`config.mk`:
```
export PLATFORM = sky130hd
export DESIGN_NAME = psh_device_flat
export DESIGN_NICKNAME = d
export VERILOG_FILES = /design/src/core/psh_pkg.sv /design/src/core/psh_link_if.sv /design/src/core/psh_debounce.sv /design/src/core/psh_device.sv /design/src/flat_wrapper.sv
export SDC_FILE = /design/constraint.sdc
export NUM_CORES = 1
export LEC_CHECK = 0
export BUFFER_PORTS_ARGS = -buffer_cell sky130_fd_sc_hd__buf_2
export CORE_ASPECT_RATIO = 0.75
export CORE_MARGIN = 2
export CORE_UTILIZATION = 55
export DETAILED_ROUTE_END_ITERATION = 10
export PLACE_DENSITY_LB_ADDON = 0.1
export SETUP_SLACK_MARGIN = 0.3
export SYNTH_ARGS = -nofsm -noshare
export SYNTH_HDL_FRONTEND = slang
export SYNTH_SLANG_ARGS = --single-unit
```
`constraint.sdc`:
```
create_clock -name mclk -period 2.2 [get_ports mclk]
set_clock_uncertainty 0.15 [all_clocks]
set_input_delay 0.44 -clock mclk [delete_from_list [all_inputs] [get_ports mclk]]
set_output_delay 0.44 -clock mclk [all_outputs]
set_load 0.005 [all_outputs]
```
`src/core/psh_pkg.sv`:
```
// Package of shared constants and types for the power-state handshake.
package psh_pkg;

    // ---------------------------------------------------------------
    // Timing
    // ---------------------------------------------------------------
    localparam int CLK_HZ = 25000000;
    localparam int DEBOUNCE_MS = 30;
    localparam int IRQ_LATENCY_MS = 1;
    localparam int DEBOUNCE_CYC = CLK_HZ / 1000 * DEBOUNCE_MS;
    localparam int IRQ_LATENCY_CYC = CLK_HZ / 1000 * IRQ_LATENCY_MS;
    localparam int RAIL_SETTLE_CYC = 4;
    localparam int CNT_W = 20;

    // ---------------------------------------------------------------
    // Interrupt sources and rail indices
    // ---------------------------------------------------------------
    localparam int IRQ_W = 8;
    localparam int SUS_RAILS = 3;
    localparam int SYNC_W = 9;

    // ---------------------------------------------------------------
    // Power states
    // ---------------------------------------------------------------
    typedef enum logic [2:0] {
        PSH_POWER_DOWN,
        PSH_AON_UP,
        PSH_ACTIVE,
        PSH_STANDBY_IDLE,
        PSH_SUSPEND_RAM,
        PSH_SUSPEND_DISK
    } psh_state_t;

endpackage : psh_pkg

```
`src/core/psh_link_if.sv`:
```
// Interface carrying the sideband signals between host and device.
`timescale 1ns/1ps
`default_nettype none
interface psh_link_if;
    logic suspend_ram_request_n;
    logic suspend_disk_request_n;
    logic standby_idle_request_n;
    logic platform_reset_n;
    logic suspend_powerdown_ack;
    logic thermal_trip_n;
    logic sd_low_voltage_select;
    logic charger_detect_n;
    logic suspend_clock;
    logic resume_reset_n;
    logic memory_power_good;
    logic always_on_power_good;
    logic core_power_good;
    logic interrupt;
    logic power_button_out_n;
    logic adapter_present;
    logic battery_low_n;

    modport device (
        input suspend_ram_request_n, suspend_disk_request_n, standby_idle_request_n,
        input platform_reset_n, suspend_powerdown_ack, thermal_trip_n,
        input sd_low_voltage_select, charger_detect_n, suspend_clock,
        output resume_reset_n, memory_power_good, always_on_power_good,
        output core_power_good, interrupt, power_button_out_n, adapter_present,
        output battery_low_n
    );
    modport host (
        output suspend_ram_request_n, suspend_disk_request_n, standby_idle_request_n,
        output platform_reset_n, suspend_powerdown_ack, thermal_trip_n,
        output sd_low_voltage_select, charger_detect_n, suspend_clock,
        input resume_reset_n, memory_power_good, always_on_power_good,
        input core_power_good, interrupt, power_button_out_n, adapter_present,
        input battery_low_n
    );
endinterface : psh_link_if
`default_nettype wire

```
`src/core/psh_debounce.sv`:
```
// Level debouncer: output follows input after it stays stable for a count.
`timescale 1ns/1ps
`default_nettype none
module psh_debounce (
    input wire logic mclk,
    input wire logic rst_n,
    input wire logic din,
    output logic dout
);
    logic [psh_pkg::CNT_W-1:0] cnt_r;

    // Count while input and output differ, restart when they agree; take the level when it matures.
    always_ff @(posedge mclk or negedge rst_n) begin
        if (!rst_n) begin
            cnt_r <= '0;
            dout <= 1'b1;
        end else if (din == dout) begin
            cnt_r <= '0;
        end else if (cnt_r == psh_pkg::CNT_W'(psh_pkg::DEBOUNCE_CYC - 1)) begin
            cnt_r <= '0;
            dout <= din;
        end else begin
            cnt_r <= cnt_r + 1'b1;
        end
    end
endmodule : psh_debounce
`default_nettype wire

```
`src/core/psh_device.sv`:
```
// Device end: power-state handshake logic facing the host.
// Contract
// Interrupt high when any unmasked bit set.
// Interrupt raised within one millisecond.
// Debounce power button for 30 ms.
// Forward debounced button level to host.
// Ignore platform reset in standby states.
// Standby-idle request low enters, high exits.
// Suspend-to-RAM request low enters, high exits.
// Suspend-to-disk request low enters, high exits.
// Hold resume reset until always-on rail up.
// Pull resume reset low in power-down.
// Memory power-good after memory rail stable.
// Always-on power-good when rails nominal.
// Always-on good drops only on both lows.
// Core power-good when rails nominal.
// Core good drops only on both lows.
// Core good low in power-down.
// Acknowledge with disk request cuts suspend rails.
// Host gives suspend clock after reset release.
// Never rely on suspend clock.
// Adapter present on adapter or charger low.
// SD supply 1.8 V when select high.
// Thermal trip shuts all rails.
// Sample trip only outside platform reset, immediately.
// Two-stage synchronise every host input.
`timescale 1ns/1ps
`default_nettype none
module psh_device (
    input wire logic mclk,
    input wire logic rst_n,
    psh_link_if.device link,
    input wire logic power_button_in_n,
    input wire logic adapter_voltage_valid,
    input wire logic battery_voltage_low,
    input wire logic power_on_request,
    input wire logic always_on_3v3_rail_good,
    input wire logic memory_supply_rail_good,
    input wire logic core_rails_good,
    input wire logic [psh_pkg::IRQ_W-1:0] irq_events,
    input wire logic [psh_pkg::IRQ_W-1:0] irq_mask,
    input wire logic [psh_pkg::IRQ_W-1:0] irq_clear,
    output logic always_on_3v3_rail_en,
    output logic [psh_pkg::SUS_RAILS-1:0] suspend_rails_en,
    output logic memory_supply_rail_en,
    output logic core_rails_en,
    output logic sd_supply_1v8_sel,
    output logic [psh_pkg::IRQ_W-1:0] irq_status,
    output logic thermal_shutdown,
    output psh_pkg::psh_state_t power_state
);
    // ---------------------------------------------------------------
    // Input synchronisers
    // ---------------------------------------------------------------
    logic [psh_pkg::SYNC_W-1:0] raw, meta_r, sync_r;
    assign raw = {link.suspend_ram_request_n, link.suspend_disk_request_n,
                  link.standby_idle_request_n, link.platform_reset_n,
                  link.suspend_powerdown_ack, link.thermal_trip_n,
                  link.sd_low_voltage_select, link.charger_detect_n,
                  power_button_in_n};

    // Stage one feeds stage two only; the suspend clock is never sampled.
    always_ff @(posedge mclk or negedge rst_n) begin
        if (!rst_n) begin
            meta_r <= '1;
            sync_r <= '1;
        end else begin
            meta_r <= raw;
            sync_r <= meta_r;
        end
    end

    logic ram_n, dsk_n, sx_n, plt_n, ack, trip_n, sdsel, chg_n, btn_n;
    assign {ram_n, dsk_n, sx_n, plt_n, ack, trip_n, sdsel, chg_n, btn_n} = sync_r;

    // ---------------------------------------------------------------
    // Power button
    // ---------------------------------------------------------------
    logic btn_db;
    psh_debounce u_btn (
        .mclk(mclk),
        .rst_n(rst_n),
        .din(btn_n),
        .dout(btn_db)
    );

    // ---------------------------------------------------------------
    // State machine
    // ---------------------------------------------------------------
    psh_pkg::psh_state_t state_r, state_nxt;
    logic trip_r;
    logic [psh_pkg::CNT_W-1:0] settle_r;
    logic rsm_released;
    assign rsm_released = (state_r != psh_pkg::PSH_POWER_DOWN) &&
                          (state_r != psh_pkg::PSH_AON_UP);

    logic trip_now;
    // Trip is looked at only while the host is out of platform reset.
    assign trip_now = rsm_released && plt_n && !trip_n;

    // Next state from the synchronised requests.
    always_comb begin
        state_nxt = state_r;
        unique case (state_r)
            psh_pkg::PSH_POWER_DOWN: begin
                if (power_on_request && !trip_r) begin
                    state_nxt = psh_pkg::PSH_AON_UP;
                end
            end
            psh_pkg::PSH_AON_UP: begin
                if (always_on_3v3_rail_good &&
                    settle_r == psh_pkg::CNT_W'(psh_pkg::RAIL_SETTLE_CYC)) begin
                    state_nxt = psh_pkg::PSH_ACTIVE;
                end
            end
            psh_pkg::PSH_ACTIVE: begin
                if (!dsk_n) begin
                    state_nxt = psh_pkg::PSH_SUSPEND_DISK;
                end else if (!ram_n) begin
                    state_nxt = psh_pkg::PSH_SUSPEND_RAM;
                end else if (!sx_n) begin
                    state_nxt = psh_pkg::PSH_STANDBY_IDLE;
                end
            end
            psh_pkg::PSH_STANDBY_IDLE: begin
                if (!ram_n) begin
                    state_nxt = psh_pkg::PSH_SUSPEND_RAM;
                end else if (sx_n) begin
                    state_nxt = psh_pkg::PSH_ACTIVE;
                end
            end
            psh_pkg::PSH_SUSPEND_RAM: begin
                if (!dsk_n) begin
                    state_nxt = psh_pkg::PSH_SUSPEND_DISK;
                end else if (ram_n) begin
                    state_nxt = psh_pkg::PSH_ACTIVE;
                end
            end
            psh_pkg::PSH_SUSPEND_DISK: begin
                if (ack) begin
                    state_nxt = psh_pkg::PSH_POWER_DOWN;
                end else if (dsk_n) begin
                    state_nxt = psh_pkg::PSH_ACTIVE;
                end
            end
        endcase
        if (trip_now) begin
            state_nxt = psh_pkg::PSH_POWER_DOWN;
        end
    end

    // State register and settle counter for the always-on rail.
    always_ff @(posedge mclk or negedge rst_n) begin
        if (!rst_n) begin
            state_r <= psh_pkg::PSH_POWER_DOWN;
            settle_r <= '0;
        end else begin
            state_r <= state_nxt;
            if (state_r != psh_pkg::PSH_AON_UP || !always_on_3v3_rail_good) begin
                settle_r <= '0;
            end else if (settle_r != psh_pkg::CNT_W'(psh_pkg::RAIL_SETTLE_CYC)) begin
                settle_r <= settle_r + 1'b1;
            end
        end
    end

    // Thermal trip latch; held until the power-on request is dropped low, which clears it.
    always_ff @(posedge mclk or negedge rst_n) begin
        if (!rst_n) begin
            trip_r <= 1'b0;
        end else if (trip_now) begin
            trip_r <= 1'b1;
        end else if (!power_on_request) begin
            trip_r <= 1'b0;
        end
    end

    // ---------------------------------------------------------------
    // Rails and power-good outputs
    // ---------------------------------------------------------------
    logic core_on, pg_r, rsm_r;
    assign core_on = (state_r == psh_pkg::PSH_ACTIVE) ||
                     (state_r == psh_pkg::PSH_STANDBY_IDLE);

    // Power-good holds through standby-idle entry until both host lows are seen;
    // platform reset is not consulted while already in standby.
    always_ff @(posedge mclk or negedge rst_n) begin
        if (!rst_n) begin
            pg_r <= 1'b0;
        end else if (!core_on || trip_now) begin
            pg_r <= 1'b0;
        end else if (core_rails_good && memory_supply_rail_good) begin
            if (state_r == psh_pkg::PSH_ACTIVE && !plt_n && !sx_n) begin
                pg_r <= 1'b0;
            end else if (state_r == psh_pkg::PSH_ACTIVE) begin
                pg_r <= 1'b1;
            end
            // in standby the level is kept whatever platform reset does.
        end else begin
            pg_r <= 1'b0;
        end
    end

    // Resume reset and registered data outputs.
    always_ff @(posedge mclk or negedge rst_n) begin
        if (!rst_n) begin
            rsm_r <= 1'b0;
            link.memory_power_good <= 1'b0;
            link.adapter_present <= 1'b0;
            link.battery_low_n <= 1'b1;
            sd_supply_1v8_sel <= 1'b0;
        end else begin
            rsm_r <= rsm_released && !trip_now;
            link.memory_power_good <= memory_supply_rail_en && memory_supply_rail_good;
            link.adapter_present <= adapter_voltage_valid || !chg_n;
            link.battery_low_n <= !battery_voltage_low;
            if (rsm_released && pg_r) begin
                sd_supply_1v8_sel <= sdsel;
            end
        end
    end

    assign link.resume_reset_n = rsm_r;
    assign link.always_on_power_good = pg_r;
    assign link.core_power_good = pg_r;
    assign link.power_button_out_n = rsm_r ? btn_db : 1'b1;
    assign always_on_3v3_rail_en = (state_r != psh_pkg::PSH_POWER_DOWN);
    assign suspend_rails_en = {psh_pkg::SUS_RAILS{always_on_3v3_rail_en}};
    assign memory_supply_rail_en = rsm_released && (state_r != psh_pkg::PSH_SUSPEND_DISK);
    assign core_rails_en = core_on;
    assign thermal_shutdown = trip_r;
    assign power_state = state_r;

    // ---------------------------------------------------------------
    // Interrupt status
    // ---------------------------------------------------------------
    logic [psh_pkg::IRQ_W-1:0] irq_r;
    logic irq_out_r;

    // Set wins over clear so no event is lost in the clearing cycle.
    always_ff @(posedge mclk or negedge rst_n) begin
        if (!rst_n) begin
            irq_r <= '0;
        end else begin
            irq_r <= (irq_r & ~irq_clear) | irq_events;
        end
    end

    // One cycle from status to line, far inside the millisecond budget.
    always_ff @(posedge mclk or negedge rst_n) begin
        if (!rst_n) begin
            irq_out_r <= 1'b0;
        end else begin
            irq_out_r <= rsm_r && |(irq_r & ~irq_mask);
        end
    end

    assign irq_status = irq_r;
    assign link.interrupt = irq_out_r;
endmodule : psh_device
`default_nettype wire

```
`src/flat_wrapper.sv`:
```
// flat-port wrapper written by rule: the top's interface ports become plain ports
module psh_device_flat 
  (mclk, rst_n, power_button_in_n, adapter_voltage_valid, battery_voltage_low, power_on_request, always_on_3v3_rail_good, memory_supply_rail_good, core_rails_good, irq_events, irq_mask, irq_clear, always_on_3v3_rail_en, suspend_rails_en, memory_supply_rail_en, core_rails_en, sd_supply_1v8_sel, irq_status, thermal_shutdown, power_state, link_suspend_ram_request_n, link_suspend_disk_request_n, link_standby_idle_request_n, link_platform_reset_n, link_suspend_powerdown_ack, link_thermal_trip_n, link_sd_low_voltage_select, link_charger_detect_n, link_suspend_clock, link_resume_reset_n, link_memory_power_good, link_always_on_power_good, link_core_power_good, link_interrupt, link_power_button_out_n, link_adapter_present, link_battery_low_n);
  psh_link_if link_i ();
  input wire logic mclk;
  input wire logic rst_n;
  input wire logic power_button_in_n;
  input wire logic adapter_voltage_valid;
  input wire logic battery_voltage_low;
  input wire logic power_on_request;
  input wire logic always_on_3v3_rail_good;
  input wire logic memory_supply_rail_good;
  input wire logic core_rails_good;
  input wire logic [psh_pkg::IRQ_W-1:0] irq_events;
  input wire logic [psh_pkg::IRQ_W-1:0] irq_mask;
  input wire logic [psh_pkg::IRQ_W-1:0] irq_clear;
  output logic always_on_3v3_rail_en;
  output logic [psh_pkg::SUS_RAILS-1:0] suspend_rails_en;
  output logic memory_supply_rail_en;
  output logic core_rails_en;
  output logic sd_supply_1v8_sel;
  output logic [psh_pkg::IRQ_W-1:0] irq_status;
  output logic thermal_shutdown;
  output psh_pkg::psh_state_t power_state;
  input wire logic [$bits(link_i.suspend_ram_request_n)-1:0] link_suspend_ram_request_n;
  input wire logic [$bits(link_i.suspend_disk_request_n)-1:0] link_suspend_disk_request_n;
  input wire logic [$bits(link_i.standby_idle_request_n)-1:0] link_standby_idle_request_n;
  input wire logic [$bits(link_i.platform_reset_n)-1:0] link_platform_reset_n;
  input wire logic [$bits(link_i.suspend_powerdown_ack)-1:0] link_suspend_powerdown_ack;
  input wire logic [$bits(link_i.thermal_trip_n)-1:0] link_thermal_trip_n;
  input wire logic [$bits(link_i.sd_low_voltage_select)-1:0] link_sd_low_voltage_select;
  input wire logic [$bits(link_i.charger_detect_n)-1:0] link_charger_detect_n;
  input wire logic [$bits(link_i.suspend_clock)-1:0] link_suspend_clock;
  output wire logic [$bits(link_i.resume_reset_n)-1:0] link_resume_reset_n;
  output wire logic [$bits(link_i.memory_power_good)-1:0] link_memory_power_good;
  output wire logic [$bits(link_i.always_on_power_good)-1:0] link_always_on_power_good;
  output wire logic [$bits(link_i.core_power_good)-1:0] link_core_power_good;
  output wire logic [$bits(link_i.interrupt)-1:0] link_interrupt;
  output wire logic [$bits(link_i.power_button_out_n)-1:0] link_power_button_out_n;
  output wire logic [$bits(link_i.adapter_present)-1:0] link_adapter_present;
  output wire logic [$bits(link_i.battery_low_n)-1:0] link_battery_low_n;
  assign link_i.suspend_ram_request_n = link_suspend_ram_request_n;
  assign link_i.suspend_disk_request_n = link_suspend_disk_request_n;
  assign link_i.standby_idle_request_n = link_standby_idle_request_n;
  assign link_i.platform_reset_n = link_platform_reset_n;
  assign link_i.suspend_powerdown_ack = link_suspend_powerdown_ack;
  assign link_i.thermal_trip_n = link_thermal_trip_n;
  assign link_i.sd_low_voltage_select = link_sd_low_voltage_select;
  assign link_i.charger_detect_n = link_charger_detect_n;
  assign link_i.suspend_clock = link_suspend_clock;
  assign link_resume_reset_n = link_i.resume_reset_n;
  assign link_memory_power_good = link_i.memory_power_good;
  assign link_always_on_power_good = link_i.always_on_power_good;
  assign link_core_power_good = link_i.core_power_good;
  assign link_interrupt = link_i.interrupt;
  assign link_power_button_out_n = link_i.power_button_out_n;
  assign link_adapter_present = link_i.adapter_present;
  assign link_battery_low_n = link_i.battery_low_n;
  psh_device u_core (.mclk(mclk), .rst_n(rst_n), .link(link_i), .power_button_in_n(power_button_in_n), .adapter_voltage_valid(adapter_voltage_valid), .battery_voltage_low(battery_voltage_low), .power_on_request(power_on_request), .always_on_3v3_rail_good(always_on_3v3_rail_good), .memory_supply_rail_good(memory_supply_rail_good), .core_rails_good(core_rails_good), .irq_events(irq_events), .irq_mask(irq_mask), .irq_clear(irq_clear), .always_on_3v3_rail_en(always_on_3v3_rail_en), .suspend_rails_en(suspend_rails_en), .memory_supply_rail_en(memory_supply_rail_en), .core_rails_en(core_rails_en), .sd_supply_1v8_sel(sd_supply_1v8_sel), .irq_status(irq_status), .thermal_shutdown(thermal_shutdown), .power_state(power_state));
endmodule
```
==> metrics.txt <==
GR peak layer met2; hpwl dp 5240 um; CP Launch Type register; hold_ws 0.0228 ns; Reg2Reg Launch Point u_core.u_btn.cnt_r[0]$_DFF_PN0_; first-pass GRT wire length roughly 13,000 um; Pwr Density 823 nW/um^2; Core ar. between 6000 and 7000 um^2; grt total ovfl 0; Worst EP arrival a little over 2 ns; DP Cell Count roughly 490; FF-to-FF End u_core.u_btn.cnt_r[18]$_DFF_PN0_; number of synthesized flops with an enable pin 0; CTS tree done; main area contributors after synthesis dfrtp_1 (41%), dfstp_2 (15%), nand2_1 (3.2%); Post-DP Area ~4000 um^2; RSZ-0062 raised after global routing true; WS Path Type register to register; P&R area growth vs syn 28.0%; Synth Cell Area 3560 um^2; Starting Density 56.6%; Clk pin slew, worst setup/hold paths 0.08 ns; die width 96.9 um; largest net degree at the start of global routing 58; fin nets 490; final instance area 4550 um^2; flops & latches, synth 78; top-count cell post-synth dfrtp_1; fmax 517 MHz; Crit path depth 5; Final WS setup 0.265 ns; CTS max path bufs 2; count of buffer and inverter cells on the critical path 0; Via-to-Cell Ratio 5.53; 1st-pass router iterations 4; max-cap violations 0; IO Count ~70; port bufs 67; CP peak stage delay 0.47 ns; H-tree Lvls 3; cells along the critical path ha_4 -> nand4_1 -> or4_4 -> or4_4 -> a21oi_2; Final Critical Period 1.94 ns; Synth async-reset ratio 100%; cell taking the most area after synthesis dfrtp_1; Synth Instances between 300 and 400; hold depth 1; worst r2r path cells 5; Iteration-0 DRC Markers 228; Die Ht 73.7 um; syn nets 391; Yosys Warn Count 0; hold path endpoint u_core.meta_r[1]$_DFF_PN1_; Relative slew margins 74.4%; Final Max Slew Viols 0; Fin. Hold Viols 0; via count 2,938; ys flop type dfrtp_1; ANT nets after route 0; DRC 0; non-filler instance count after layout about 530; antenna violations before repair 0; setup TNS 0 ns; crit end category register; setup violators final 0; period utilisation layout between 80 and 90%; antenna cell count 0; GR Util met1 31.7%; met2 Use GR ~36%; # clock sinks 78; CP delay by family, top simple AND/OR/NAND/NOR gates; die area a little over 7000 um^2; Yosys cell types 47; syn avg cell area 10.3 um^2; Seq/Total Area, Yosys roughly 56%; vias in the first global route 2,850; Static Leak 2.09 nW; WL final between 7000 and 8000 um; Worst Setup Slack post-DPL 0.159 ns; post-synth top area share 40.8%; CP max FO 6; Commonest cells post-synth dfrtp_1 (58), nand2_1 (30), nor2_1 (28); CP max stage cell or4_4; global placement routability congestion ~0.86; clock root cell clkbuf_8; met3 usage 6.09%; GRT Total Usage 23.2%; measured slew at the worst slew-check pin between 0.3 and 0.4 ns; layout cells sized above 1 between 30% and 40%; Inserted Clock Buffers 9; worst vdd ir between 0.6 and 0.7 mV; most used cell, CP or4_4; wire length per cell between 10 and 15 um; Row Count 25; status finished, final reports clean; Critical Path RT 2.34 ns; Hold WC Path Type input port to register; Hold Path Origin link_charger_detect_n; FF-to-FF setup slack between 0.2 and 0.3 ns; clk_lat worst skew around 0.36 ns
power breakdown:
group	total [W]	leakage (nW)	switching (W)	internal (W)
combinational	0.000907	1.01	0.000447	0.000460
clock	0.00122	0.113	0.000544	0.000677
sequential	0.00162	0.970	0.0000809	0.00154
total	0.00375	2.09	0.00107	0.00268
routing by layer:
layer / up-vias / wire, um
met4: 0 / 85
met5: - / 0
li1: 1430 / -
met2: 94 / 3610
met1: 1405 / 3680
met3: 9 / 469
worst register-to-register path: stages, from the launching register on:
cell	delay (ns)
dfrtp_1	0.40
ha_4	0.17
nand4_1	0.11
or4_4	0.47
or4_4	0.43
a21oi_2	0.13
sequential cells by signal, summed over array words and instances (netlist names):
name / count
u_core.irq_status: 8
u_core.link.adapter_present: 1
u_core.link.always_on_power_good: 1
u_core.link.battery_low_n: 1
u_core.link.interrupt: 1
u_core.link.memory_power_good: 1
u_core.link.resume_reset_n: 1
u_core.meta_r: 9
u_core.power_state: 3
u_core.sd_supply_1v8_sel: 1
u_core.settle_r: 20
u_core.sync_r: 9
u_core.thermal_shutdown: 1
u_core.u_btn.cnt_r: 20
u_core.u_btn.dout: 1
layout make-up:
cell class | count | area, um^2
multi-input cells | 238 | 1540
flip-flops and latches | 78 | 1980
fillers | 433 | 1730
clock inverters | 6 | 93.8
well taps | 81 | 101
repair buffers | 101 | 638
clock buffers | 10 | 138
inverters | 17 | 63.8
kinds of logic after synthesis:
logic type	share of synthesized area (%)
xor gates and xnor gates	4.68
DFF	55.6
AOI/OAI and AO/OA	11.1
buffers and inverters	3.73
adders and majority gates	1.05
muxes	2.07
and+or+nand+nor	21.8
repair_timing:
item,CTS,global route
hold endpoints to repair,21,0
gates resized for setup,11,21
setup buffers,11,11
hold buffers,1,0
endpoints found under the setup margin,14,29
pin swaps,2,4
through the flow:
| stage | util [%] | power (W) |
|---|---|---|
| floorplan | - | 0.00204 |
| global placement | 64.0 | 0.00233 |
| detailed placement | 64.0 | 0.00235 |
| CTS | 70.1 | 0.00369 |
| global route | 72.4 | 0.00394 |
| finish | 72.4 | 0.00375 |
cell usage in the layout, fill, tap and decap left out, types with 11 or more instances in the layout:
master    n
dfrtp_1  52
buf_4    29
a21oi_1  18
nand4_1  13
and3_1   11
nand2_1  29
dfstp_2  20
inv_1    17
nor2_1   27
buf_2    65
o21ai_0  14
nand3_1  13
worst max-delay path by stage:
| stage | from | end | slack [ns] |
|---|---|---|---|
| CTS | u_core.u_btn.cnt_r[0]$_DFF_PN0_ | u_core.u_btn.cnt_r[18]$_DFF_PN0_ | 0.27 |
| global placement | u_core.u_btn.cnt_r[6]$_DFF_PN0_ | u_core.u_btn.cnt_r[17]$_DFF_PN0_ | 0.22 |
| detailed placement | u_core.u_btn.cnt_r[6]$_DFF_PN0_ | u_core.u_btn.cnt_r[19]$_DFF_PN0_ | 0.16 |
| global route | u_core.u_btn.cnt_r[0]$_DFF_PN0_ | u_core.u_btn.cnt_r[18]$_DFF_PN0_ | 0.21 |
| floorplan | u_core.u_btn.cnt_r[0]$_DFF_PN0_ | u_core.u_btn.cnt_r[18]$_DFF_PN0_ | 0.30 |
| finish | u_core.u_btn.cnt_r[0]$_DFF_PN0_ | u_core.u_btn.cnt_r[18]$_DFF_PN0_ | 0.26 |
Power figures use the tool's default switching activity.
